File: config.mk
export PLATFORM = sky130hd
export DESIGN_NAME = podc_port_ctl
export DESIGN_NICKNAME = d
export VERILOG_FILES = /design/src/verilog/podc_port_ctl.v
export VERILOG_INCLUDE_DIRS = /design/src /design/src/shared
export SDC_FILE = /design/constraint.sdc
export NUM_CORES = 1
export LEC_CHECK = 0
export ABC_AREA = 1
export BUFFER_PORTS_ARGS = -buffer_cell sky130_fd_sc_hd__buf_2
export CAP_MARGIN = 30
export CORE_MARGIN = 5
export CORE_UTILIZATION = 49
export DETAILED_ROUTE_END_ITERATION = 10
export GPL_TIMING_DRIVEN = 0
export PLACE_DENSITY_LB_ADDON = 0.08
export SETUP_SLACK_MARGIN = 0.2
export SYNTH_ARGS = -nofsm -noshare
export SYNTH_HDL_FRONTEND = slang
export SYNTH_SLANG_ARGS = --single-unit
export TNS_END_PERCENT = 100
File: constraint.sdc
create_clock -name clk_i -period 1.5 [get_ports clk_i]
set_input_delay 0 -clock clk_i [delete_from_list [all_inputs] [get_ports clk_i]]
set_output_delay 0 -clock clk_i [all_outputs]
set_load 0.1 [all_outputs]
File: src/shared/podc_defines.vh
// Register indices, field masks, reset values and bus codes of the port drive and over-current control block.
`ifndef PODC_DEFINES_VH
`define PODC_DEFINES_VH

// Register indices; the byte address on the bus is four times the index.
`define PODC_IDX_ODS_S     14'h02df
`define PODC_IDX_ODS_J     14'h031f
`define PODC_IDX_RSVD      14'h02e0
`define PODC_IDX_OCPE      14'h0310
`define PODC_IDX_OCIE      14'h0311
`define PODC_IDX_OCIF      14'h0312

// Internal register select codes.
`define PODC_SEL_NONE      3'h0
`define PODC_SEL_ODS_S     3'h1
`define PODC_SEL_ODS_J     3'h2
`define PODC_SEL_RSVD      3'h3
`define PODC_SEL_OCPE      3'h4
`define PODC_SEL_OCIE      3'h5
`define PODC_SEL_OCIF      3'h6

// Implemented bits.
`define PODC_ODS_S_MASK    8'hff
`define PODC_ODS_J_MASK    8'hff
`define PODC_OC_MASK       8'h75
`define PODC_OC_SUPPLY_BIT 2

// Reset values.
`define PODC_ODS_RESET     8'h00
`define PODC_OC_RESET      8'h00
`define PODC_RSVD_VALUE    8'h00

// Bus widths and response codes.
`define PODC_AW            16
`define PODC_RESP_OKAY     2'h0
`define PODC_RESP_DECERR   2'h3

`endif

File: src/verilog/podc_port_ctl.v
// Open-drain select and over-current protection control of two ports behind an AXI4-Lite slave.
//
// Notes on behaviour
// With a pin's open-drain bit set the pin is only ever driven low and its high drive stays off.
// With a pin's open-drain bit clear the pin is driven push-pull.
// A pin configured as input is never driven, whatever its open-drain bit says.
// Open-drain bits that a port does not implement read as zero.
// Both open-drain registers reset to zero and may be read and written at any time.
// The reserved register always reads 0x00 and ignores writes.
// Enable bits 6, 5, 4 and 0 switch the over-current detector of the same port pin on and off.
// Enable bit 2 switches the over-current detector of the switched supply output on and off.
// Each interrupt enable bit at 6, 5, 4, 2 and 0 enables the interrupt of its channel.
// A clear interrupt enable bit masks its channel's flag from the interrupt request.
// A channel's event flag is set whenever its detector reports over-current, and reads 1 for an event.
// Writing 1 to an event flag clears it, and the flag register may be read at any time.
// The detector enable and interrupt enable registers are read and write at any time.
// Writing 0 to a flag leaves it alone, and bits 7, 3 and 1 of the over-current registers read zero.
// One interrupt request is raised while any channel has both its flag and its enable set.
// All control registers reset to zero with detectors off, interrupts disabled and flags clear.
//
// The implementer's own choice: the AXI4-Lite interface to the registers.
`timescale 1ns/1ps
`default_nettype none
`include "podc_defines.vh"

module podc_port_ctl (
	input  wire                   clk_i,
	input  wire                   arst_n_i,
	// AXI4-Lite slave.
	input  wire [`PODC_AW-1:0]    s_axi_awaddr_i,
	input  wire                   s_axi_awvalid_i,
	output wire                   s_axi_awready_o,
	input  wire [31:0]            s_axi_wdata_i,
	input  wire [3:0]             s_axi_wstrb_i,
	input  wire                   s_axi_wvalid_i,
	output wire                   s_axi_wready_o,
	output wire [1:0]             s_axi_bresp_o,
	output wire                   s_axi_bvalid_o,
	input  wire                   s_axi_bready_i,
	input  wire [`PODC_AW-1:0]    s_axi_araddr_i,
	input  wire                   s_axi_arvalid_i,
	output wire                   s_axi_arready_o,
	output wire [31:0]            s_axi_rdata_o,
	output wire [1:0]             s_axi_rresp_o,
	output wire                   s_axi_rvalid_o,
	input  wire                   s_axi_rready_i,
	// Port S and port J pin data and direction from the port logic.
	input  wire [7:0]             port_s_data_i,
	input  wire [7:0]             port_s_dir_i,
	input  wire [7:0]             port_j_data_i,
	input  wire [7:0]             port_j_dir_i,
	// Pad drive.
	output wire [7:0]             pad_s_o,
	output wire [7:0]             pad_s_oe_o,
	output wire [7:0]             pad_j_o,
	output wire [7:0]             pad_j_oe_o,
	// Over-current detectors.
	input  wire [7:0]             oc_detect_i,
	output wire [7:0]             oc_detector_en_o,
	output wire                   oc_irq_o
);

	function [2:0] reg_sel;
		input [`PODC_AW-1:0] addr;
		begin
			case (addr[`PODC_AW-1:2])
				`PODC_IDX_ODS_S: reg_sel = `PODC_SEL_ODS_S;
				`PODC_IDX_ODS_J: reg_sel = `PODC_SEL_ODS_J;
				`PODC_IDX_RSVD:  reg_sel = `PODC_SEL_RSVD;
				`PODC_IDX_OCPE:  reg_sel = `PODC_SEL_OCPE;
				`PODC_IDX_OCIE:  reg_sel = `PODC_SEL_OCIE;
				`PODC_IDX_OCIF:  reg_sel = `PODC_SEL_OCIF;
				default:         reg_sel = `PODC_SEL_NONE;
			endcase
		end
	endfunction

	// Output enable of a pad: off for inputs, always on for push-pull outputs, low level only when open-drain.
	function [7:0] pad_enable;
		input [7:0] dir;
		input [7:0] ods;
		input [7:0] data;
		begin
			pad_enable = dir & (~ods | ~data);
		end
	endfunction

	// Pad level: an open-drain pin never shows a high level, so the line is released rather than driven high.
	function [7:0] pad_level;
		input [7:0] ods;
		input [7:0] data;
		begin
			pad_level = data & ~ods;
		end
	endfunction

	// Over-current registers implement bits 6, 5, 4, 2 and 0 only.
	function [7:0] oc_keep;
		input [7:0] val;
		begin
			oc_keep = val & `PODC_OC_MASK;
		end
	endfunction

	reg  [7:0]            ods_s_q;
	reg  [7:0]            ods_j_q;
	reg  [7:0]            ocpe_q;
	reg  [7:0]            ocie_q;
	reg  [7:0]            ocif_q;
	reg  [7:0]            ocif_d;
	reg  [7:0]            oc_meta_q;
	reg  [7:0]            oc_sync_q;
	reg                   irq_q;
	reg  [7:0]            pad_s_q;
	reg  [7:0]            pad_s_oe_q;
	reg  [7:0]            pad_j_q;
	reg  [7:0]            pad_j_oe_q;

	reg                   awready_q;
	reg                   wready_q;
	reg                   aw_hold_q;
	reg                   w_hold_q;
	reg  [`PODC_AW-1:0]   aw_addr_q;
	reg  [7:0]            w_data_q;
	reg                   w_lane_q;
	reg                   bvalid_q;
	reg  [1:0]            bresp_q;
	reg                   arready_q;
	reg                   rvalid_q;
	reg  [31:0]           rdata_q;
	reg  [1:0]            rresp_q;

	reg  [7:0]            rd_byte;
	reg  [1:0]            rd_resp;
	reg  [7:0]            flag_clr;

	wire                  wr_fire;
	wire [2:0]            wr_sel;
	wire [2:0]            rd_sel;
	wire                  wr_en;
	wire [7:0]            oc_set;
	wire [7:0]            oc_pending;

	assign wr_fire = aw_hold_q & w_hold_q & ~bvalid_q;
	assign wr_sel  = reg_sel(aw_addr_q);
	assign rd_sel  = reg_sel(s_axi_araddr_i);
	// Only the low byte lane carries register data, so other lanes are ignored.
	assign wr_en   = wr_fire & w_lane_q;

	// Detector levels are asynchronous to the bus clock and pass two flip-flops.
	always @(posedge clk_i or negedge arst_n_i) begin
		if (!arst_n_i) begin
			oc_meta_q <= 8'h00;
			oc_sync_q <= 8'h00;
		end else begin
			oc_meta_q <= oc_detect_i;
			oc_sync_q <= oc_meta_q;
		end
	end

	// A disabled detector reports nothing, so a stray level on its input cannot set a flag.
	assign oc_set = oc_keep(oc_sync_q & ocpe_q);

	// A channel whose interrupt enable is clear is masked out of the request.
	assign oc_pending = ocif_q & ocie_q;

	always @* begin
		flag_clr = 8'h00;
		if (wr_en && (wr_sel == `PODC_SEL_OCIF)) begin
			flag_clr = w_data_q;
		end
		// A detector event in the cycle of the clear keeps the flag set.
		ocif_d = oc_keep((ocif_q & ~flag_clr) | oc_set);
	end

	always @(posedge clk_i or negedge arst_n_i) begin
		if (!arst_n_i) begin
			ods_s_q <= `PODC_ODS_RESET;
			ods_j_q <= `PODC_ODS_RESET;
			ocpe_q  <= `PODC_OC_RESET;
			ocie_q  <= `PODC_OC_RESET;
			ocif_q  <= `PODC_OC_RESET;
			irq_q   <= 1'b0;
		end else begin
			ocif_q <= ocif_d;
			if (wr_en) begin
				case (wr_sel)
					`PODC_SEL_ODS_S: ods_s_q <= w_data_q & `PODC_ODS_S_MASK;
					`PODC_SEL_ODS_J: ods_j_q <= w_data_q & `PODC_ODS_J_MASK;
					`PODC_SEL_OCPE:  ocpe_q  <= oc_keep(w_data_q);
					`PODC_SEL_OCIE:  ocie_q  <= oc_keep(w_data_q);
					default: begin
						// The reserved register and the flags take no stored value from a write.
						ocpe_q <= ocpe_q;
					end
				endcase
			end
			irq_q <= |oc_pending;
		end
	end

	// Pad outputs are registered so the pins never see decode glitches.
	always @(posedge clk_i or negedge arst_n_i) begin
		if (!arst_n_i) begin
			pad_s_q    <= 8'h00;
			pad_s_oe_q <= 8'h00;
			pad_j_q    <= 8'h00;
			pad_j_oe_q <= 8'h00;
		end else begin
			pad_s_q    <= pad_level(ods_s_q, port_s_data_i);
			pad_s_oe_q <= pad_enable(port_s_dir_i, ods_s_q, port_s_data_i);
			pad_j_q    <= pad_level(ods_j_q, port_j_data_i);
			pad_j_oe_q <= pad_enable(port_j_dir_i, ods_j_q, port_j_data_i);
		end
	end

	// Write channel: address and data are caught in either order, then one response.
	always @(posedge clk_i or negedge arst_n_i) begin
		if (!arst_n_i) begin
			awready_q <= 1'b1;
			wready_q  <= 1'b1;
			aw_hold_q <= 1'b0;
			w_hold_q  <= 1'b0;
			aw_addr_q <= {`PODC_AW{1'b0}};
			w_data_q  <= 8'h00;
			w_lane_q  <= 1'b0;
			bvalid_q  <= 1'b0;
			bresp_q   <= `PODC_RESP_OKAY;
		end else begin
			if (s_axi_awvalid_i && awready_q) begin
				awready_q <= 1'b0;
				aw_hold_q <= 1'b1;
				aw_addr_q <= s_axi_awaddr_i;
			end
			if (s_axi_wvalid_i && wready_q) begin
				wready_q <= 1'b0;
				w_hold_q <= 1'b1;
				w_data_q <= s_axi_wdata_i[7:0];
				w_lane_q <= s_axi_wstrb_i[0];
			end
			if (wr_fire) begin
				aw_hold_q <= 1'b0;
				w_hold_q  <= 1'b0;
				bvalid_q  <= 1'b1;
				bresp_q   <= (wr_sel == `PODC_SEL_NONE) ? `PODC_RESP_DECERR : `PODC_RESP_OKAY;
			end
			if (bvalid_q && s_axi_bready_i) begin
				bvalid_q  <= 1'b0;
				awready_q <= 1'b1;
				wready_q  <= 1'b1;
			end
		end
	end

	always @* begin
		rd_resp = `PODC_RESP_OKAY;
		case (rd_sel)
			`PODC_SEL_ODS_S: rd_byte = ods_s_q & `PODC_ODS_S_MASK;
			`PODC_SEL_ODS_J: rd_byte = ods_j_q & `PODC_ODS_J_MASK;
			`PODC_SEL_RSVD:  rd_byte = `PODC_RSVD_VALUE;
			`PODC_SEL_OCPE:  rd_byte = oc_keep(ocpe_q);
			`PODC_SEL_OCIE:  rd_byte = oc_keep(ocie_q);
			`PODC_SEL_OCIF:  rd_byte = oc_keep(ocif_q);
			default: begin
				rd_byte = 8'h00;
				rd_resp = `PODC_RESP_DECERR;
			end
		endcase
	end

	// Read channel: one read at a time, answered in the cycle after the address is taken.
	always @(posedge clk_i or negedge arst_n_i) begin
		if (!arst_n_i) begin
			arready_q <= 1'b1;
			rvalid_q  <= 1'b0;
			rdata_q   <= 32'h00000000;
			rresp_q   <= `PODC_RESP_OKAY;
		end else begin
			if (s_axi_arvalid_i && arready_q) begin
				arready_q <= 1'b0;
				rvalid_q  <= 1'b1;
				rdata_q   <= {24'h000000, rd_byte};
				rresp_q   <= rd_resp;
			end
			if (rvalid_q && s_axi_rready_i) begin
				rvalid_q  <= 1'b0;
				arready_q <= 1'b1;
			end
		end
	end

	assign s_axi_awready_o  = awready_q;
	assign s_axi_wready_o   = wready_q;
	assign s_axi_bvalid_o   = bvalid_q;
	assign s_axi_bresp_o    = bresp_q;
	assign s_axi_arready_o  = arready_q;
	assign s_axi_rvalid_o   = rvalid_q;
	assign s_axi_rdata_o    = rdata_q;
	assign s_axi_rresp_o    = rresp_q;
	assign pad_s_o          = pad_s_q;
	assign pad_s_oe_o       = pad_s_oe_q;
	assign pad_j_o          = pad_j_q;
	assign pad_j_oe_o       = pad_j_oe_q;
	assign oc_detector_en_o = ocpe_q;
	assign oc_irq_o         = irq_q;

endmodule // podc_port_ctl

`default_nettype wire

==> run summary, run 1 <==
status -> finished, final reports clean
crit-path max FO -> 8
WHS Path Cells -> 6
initial antenna violation count -> 0
top area cells in the synthesized netlist -> dfrtp_1 56%, nand2_1 11%, buf_4 4.6%
pre-CTS setup slack -> 0.06567 ns
WP buf/inv -> 1
clock sink total -> 114
gp weighted congestion -> 0.8245
flop2flop setup slack -> 0.008 ns
hold endpoint -> s_axi_rresp_o[0]
Util after Layout -> 0.8049
hpwl dp -> 8.230 mm
final worst setup slack -> 0.008249 ns
RSZ-0062 raised after global routing -> yes
drt first pass iters -> 4
I/O pin count -> 197
Top FF cell, synth -> dfrtp_1
CTS tree -> yes
worst clock skew -> 0.007920 ns
Tcrit/Tclk final -> 0.9945
Die ar. -> 0.01221 sq mm
Critical Setup Path Class -> flip-flop to flip-flop
Yosys cell types -> 30
slew margin rel. -> 0.6136
Crit path depth -> 7
root buf cell -> clkbuf_8
nature of the critical path startpoint -> flip-flop
Max Cap Viol -> 0
width of the die -> 110.5 um
fraction of registers with async set/reset -> 1.000
pin count of the biggest net entering global routing -> 71
Leak -> 4.014 nW
critical path cell sequence -> nand4_1 -> nor2_1 -> and2_4 -> nand2_8 -> buf_12 -> nand2_4 -> o21ai_2
Syn Area/Cell -> 9.302 sq um
core area -> 0.009819 sq mm
Seq/Total Area, Yosys -> 0.5772
hold path start -> s_axi_araddr_i[9]
vias per inst -> 4.682
worst-margin pin slew -> 0.5796 ns
Cells after Synth -> 532
CTS buffer count -> 17
DRT iter0 DRCs -> 241
port bufs -> 135
Seq. cell area -> 0.002888 sq mm
Post-Syn Area -> 0.004948 sq mm
Hold/Removal Path Class -> input port to flip-flop
Critical R2R Capture -> ods_s_q[6]
R2R depth -> 7
total power -> 12.32 mW
endpoints failing hold -> 0
max-slew violations -> 0
reg2reg start -> aw_addr_q[3]
fmax -> 670.4 MHz
DRC Markers -> 0
footprint of the multi-input gates -> 0.001983 sq mm
global-route wire length before repair -> 22.05 mm
Longest Clk Path Bufs -> 2
Post-DRT Antenna Nets -> 0
Inserted Diodes -> 0
endpoints failing setup -> 0
Synth warnings -> 0
FILL cells -> 632
Worst IR Drop VDD -> 1.846 mV
# H-tree levels -> 4
WHS -> 0.02435 ns
Detailed Route WL -> 13.70 mm
CP top delay family -> simple AND/OR/NAND/NOR gates
CP max stage cell -> dfrtp_1
Commonest cells post-synth -> 145 x nand2_1, 111 x dfrtp_1, 48 x inv_1
Synth area leader -> dfrtp_1
register bit total from synthesis -> 114
Vias -> 4,406
Starting Density -> 0.5040
DIE HEIGHT -> 110.5 um
Tmin final -> 1.492 ns
GRT Residual Overflow -> 0
post-synth top area share -> 0.5613
slowest stage delay, CP -> 0.41 ns
Worst EP required -> 1.89 ns
Post-synth EDFFs -> 0
WP data arrival -> 1.88 ns
Area Growth Syn to Fin -> 59.72%
gr usage total -> 0.2230
most instantiated library cell after synthesis -> nand2_1
pwr/cell area -> 1558 mW/mm^2
Clock transition at path regs -> 0.06 ns
CP Capture Type -> flip-flop
layout net count -> 910
number of global-route vias before repair -> 4,548
Avg WL per Cell -> 14.56 um
share of cells above drive strength 1 -> 0.4022
Worst-Skew Late Latency -> 0.52 ns
# rows -> 36
## kinds of logic (layout without fill, tap and decap cells)
| group | Yosys count | count (layout) | synth area share |
|---|---|---|---|
| buffers and inverters | 91 | 340 | 0.09810 |
| AND/OR/NAND/NOR | 252 | 253 | 0.2281 |
| AO/OA/AOI/OAI | 74 | 74 | 0.09583 |
| other | 1 | 27 | 0.0007578 |
| flip-flops | 114 | 114 | 0.5772 |
## metal layers
layer / vias up / routed length [um] / global-route usage
li1: 2162 / - / -
met1: 2084 / 5279 / 0.2528
met2: 135 / 7398 / 0.3964
met3: 25 / 741 / 0.06400
met4: 0 / 278 / 0.08539
met5: - / 0 / 0
## power breakdown
group / switching (mW) / internal, mW
Clock: 1.38 / 2.78
Sequential: 0.423 / 3.64
Combinational: 2.94 / 1.14
Total: 4.75 / 7.57
## state kept, by name (all words and copies together) (netlist names), 5 cells and up
name              count
ods_s_q               8
w_data_q              8
ocif_q                5
s_axi_rdata_o         8
pad_s_oe_o            8
pad_s_o               8
ods_j_q               8
oc_detector_en_o      5
ocie_q                5
oc_sync_q             5
aw_addr_q            14
pad_j_o               8
pad_j_oe_o            8
oc_meta_q             5
## area by class of cell
cell class	count	share of cell area
Buffer	38	0.04338
Clock buffer	23	0.06285
Clock inverter	9	0.01583
Inverter	53	0.02897
Multi-Input combinational cell	354	0.2509
Sequential cell	114	0.3654
Tap cell	133	0.02105
Timing Repair Buffer	217	0.2117
## worst register-to-register path, delay by kind of cell, from the launching register on
family	cells	cell delay (ns)
flops	1	0.41
compound gates	1	0.05
buf+inv	1	0.15
simple gates	5	0.76
## worst max path at each step
| stage | from | to | slack (ns) |
|---|---|---|---|
| after global placement | arst_n_i | s_axi_bvalid_o | -1.25 |
| after detailed placement | aw_addr_q[15] | ods_s_q[6] | 0.07 |
| after global routing | aw_addr_q[3] | ods_j_q[2] | -0.04 |
| final | aw_addr_q[3] | ods_s_q[6] | 0.008 |
| after floorplan | s_axi_bvalid_o | ods_j_q[6] | 0.04 |
| after CTS | aw_addr_q[15] | ods_s_q[6] | 0.05 |
## through the flow
step,TNS (ns),cells,area (sq um)
after floorplan,0,558,5162
after global placement,-99.37,826,6005
after detailed placement,0,827,6035
after CTS,0,936,7589
after global routing,-0.2853,941,7904
final,0,941,7904
## layout by cell type (no fill, tap or decap), drive strengths merged, types with 3 or more instances in the layout
cell type / count
a21boi: 16
buf: 180
bufinv: 3
clkbuf: 31
clkinv: 6
conb: 27
dfrtp: 111
dfstp: 3
dlygate4sd3: 67
inv: 51
nand2: 158
nand3: 36
nor2: 51
nor3: 4
o21ai: 55
## what timing repair did
| action | 4_1_cts | 5_1_grt |
|---|---|---|
| buffers inserted | 8 | 3 |
| setup endpoints to repair | 53 | 63 |
| cloned | 2 | 2 |
| resized for setup | 56 | 70 |
| hold buffers | 67 | 0 |
| pin swaps | 6 | 13 |
| hold endpoints to repair | 187 | 0 |
(Power assumes the default switching activity.)
==> run 2: changes to the inputs <==
CORE_UTILIZATION = 52   (was 49)
clock period = 1.88 ns   (was 1.5 ns; I/O delays follow)
==> run 2 against run 1 <==
  * Hold slack better by 0.0024 ns
  * Count of clock-buffer cells in the layout down 3
  * Register-to-register slack better by 0.32 ns
  * Via count down 2.0%
  * Routed wire length down 7.6%
  * Setup slack better by 0.32 ns
  * Largest cell class unchanged
  * Sequential power down 23%
  * Final area down 8.3%
==> run summary, run 2 (synthesized netlist as in run 1, its figures left out) <==
status -> finished, final reports clean (unchanged)
Critical Setup Path Class -> flip-flop to flip-flop (unchanged)
reg2reg start -> s_axi_arready_o (was aw_addr_q[3])
Tmin final -> 1.552 ns (was 1.492 ns)
Placed Cells incl. Taps -> 823 (was 827)
fmax -> 644.3 MHz (was 670.4 MHz)
I/O pin count -> 197 (unchanged)
layout net count -> 897 (was 910)
commonest non-fill, non-tap cell in the layout -> nand2_1 (unchanged)
Worst IR Drop VDD -> 1.292 mV (was 1.846 mV)
Critical R2R Capture -> s_axi_rdata_o[5] (was ods_s_q[6])
flop2flop setup slack -> 0.33 ns (was 0.008 ns)
Vias -> 4,317 (was 4,406)
setup_tns -> 0 ns (unchanged)
port bufs -> 135 (unchanged)
number of global-route vias before repair -> 4,475 (was 4,548)
Final Non-Filler Cells -> 924 (was 941)
Worst-Skew Late Latency -> 0.51 ns (was 0.52 ns)
# H-tree levels -> 4 (unchanged)
CTS buffer count -> 17 (unchanged)
Util after Layout -> 0.7846 (was 0.8049)
nature of the critical path startpoint -> flip-flop (unchanged)
pwr/cell area -> 1270 mW/mm^2 (was 1558 mW/mm^2)
CP max stage cell -> dfstp_4 (was dfrtp_1)
slowest stage delay, CP -> 0.61 ns (was 0.41 ns)
Tcrit/Tclk final -> 0.8256 (was 0.9945)
Post-DRT Antenna Nets -> 0 (unchanged)
drt first pass iters -> 4 (unchanged)
Max Cap Viol -> 0 (unchanged)
Area Growth Syn to Fin -> 46.50% (was 59.72%)
Worst EP required -> 2.27 ns (was 1.89 ns)
endpoints failing hold -> 0 (unchanged)
pin count of the biggest net entering global routing -> 75 (was 71)
slew margin rel. -> 0.6343 (was 0.6136)
Die ar. -> 0.01157 sq mm (was 0.01221 sq mm)
root buf cell -> clkbuf_8 (unchanged)
Top reg by flops -> aw_addr_q (unchanged)
gr usage total -> 0.2319 (was 0.2230)
endpoints failing setup -> 0 (unchanged)
R2R depth -> 6 (was 7)
vias per inst -> 4.672 (was 4.682)
share of cells above drive strength 1 -> 0.3270 (was 0.4022)
global-route wire length before repair -> 20.93 mm (was 22.05 mm)
most frequent cells in the layout -> 145 x nand2_1, 135 x buf_2, 110 x dfrtp_1 (was 126 x nand2_1, 108 x buf_2, 97 x dfrtp_1)
Longest Clk Path Bufs -> 2 (unchanged)
crit-path max FO -> 10 (was 8)
DRT iter0 DRCs -> 150 (was 241)
core area -> 0.009240 sq mm (was 0.009819 sq mm)
flip-flop count of the largest register after layout -> 14 (unchanged)
Clock transition at path regs -> 0.06 ns (about the same)
clock sink total -> 114 (unchanged)
GRT Residual Overflow -> 0 (unchanged)
worst clock skew -> 0.005276 ns (was 0.007920 ns)
DRC Markers -> 0 (unchanged)
critical path cell sequence -> nand2_1 -> inv_1 -> buf_2 -> o21ai_1 -> inv_1 -> a21oi_1 (was nand4_1 -> nor2_1 -> and2_4 -> nand2_8 -> buf_12 -> nand2_4 -> o21ai_2)
max-slew violations -> 0 (unchanged)
width of the die -> 107.6 um (was 110.5 um)
Hold/Removal Path Class -> input port to async pin (was input port to flip-flop)
Detailed Route WL -> 12.65 mm (was 13.70 mm)
Most common cell on crit path -> inv_1
RSZ-0062 raised after global routing -> no (was yes)
DIE HEIGHT -> 107.6 um (was 110.5 um)
CP Capture Type -> flip-flop (unchanged)
worst-margin pin slew -> 0.5485 ns (was 0.5796 ns)
Avg WL per Cell -> 13.69 um (was 14.56 um)
gp weighted congestion -> 0.8499 (was 0.8245)
WP data arrival -> 1.95 ns (was 1.88 ns)
Starting Density -> 0.5355 (was 0.5040)
# rows -> 35 (was 36)
Inserted Diodes -> 0 (unchanged)
Leak -> 3.831 nW (was 4.014 nW)
hpwl dp -> 8.380 mm (was 8.230 mm)
initial antenna violation count -> 0 (unchanged)
CTS tree -> yes (unchanged)
[run 2: worst max-delay path by stage]
| stage | to | from | cells after the start | slack, ns |
|---|---|---|---|---|
| 6_report | s_axi_rdata_o[5] | s_axi_arready_o | 6 | 0.33 |
| 5_1_grt | s_axi_rdata_o[5] | s_axi_arready_o | 6 | 0.25 |
| 4_1_cts | aw_addr_q[12] | s_axi_awready_o | 4 | 0.24 |
| 3_5_place_dp | aw_addr_q[12] | s_axi_awready_o | 4 | 0.24 |
| 3_3_place_gp | s_axi_bvalid_o | arst_n_i | 1 | -0.66 |
| 2_1_floorplan | aw_addr_q[12] | s_axi_awready_o | 4 | 0.30 |
[run 2: area by class of cell]
cell class	instances	area, sq um
Clock inverter	12	178.9
Clock buffer	20	455.4
Fill cell	634	1991
Inverter	53	198.9
Buffer	38	289.0
Sequential cell	114	2865
Timing Repair Buffer	205	1396
Tap cell	129	161.4
Multi-Input combinational cell	353	1704
[run 2: through the flow]
| stage | cell area, sq um | hold WS [ns] | total power, mW | worst slack [ns] |
|---|---|---|---|---|
| 2_1_floorplan | 5055 | -0.2956 | 5.171 | 0.2988 |
| 3_3_place_gp | 5892 | 0.1074 | 5.642 | -0.6563 |
| 3_5_place_dp | 5922 | 0.02303 | 5.709 | 0.2408 |
| 4_1_cts | 7247 | 0.01377 | 9.251 | 0.2378 |
| 5_1_grt | 7249 | 0.05437 | 9.621 | 0.2498 |
| 6_report | 7249 | 0.02673 | 9.208 | 0.3279 |
[run 2: routing by layer]
metal  wire length, um  track usage
met5                 0            0
met2              6691       0.4170
met4               223      0.08296
met3               686      0.05339
met1              5051       0.2697
[run 2: critical path: cells and delay by family (launching register included)]
family | cells | cell delay (ns)
and+or+nand+nor | 1 | 0.23
AOI/OAI and AO/OA | 2 | 0.15
DFF | 1 | 0.61
buffers and inverters | 3 | 0.45
[run 2: power by group]
part	switching [mW]	internal, mW
Sequential	0.233	2.88
Clock	1.12	2.26
Combinational	2.12	0.598
[run 2: timing repair]
item	in CTS	in global routing
endpoints found under the hold margin	181	0
hold buffers	69	0
setup buffers	0	0
gates resized for setup	0	4
endpoints found under the setup margin	0	14
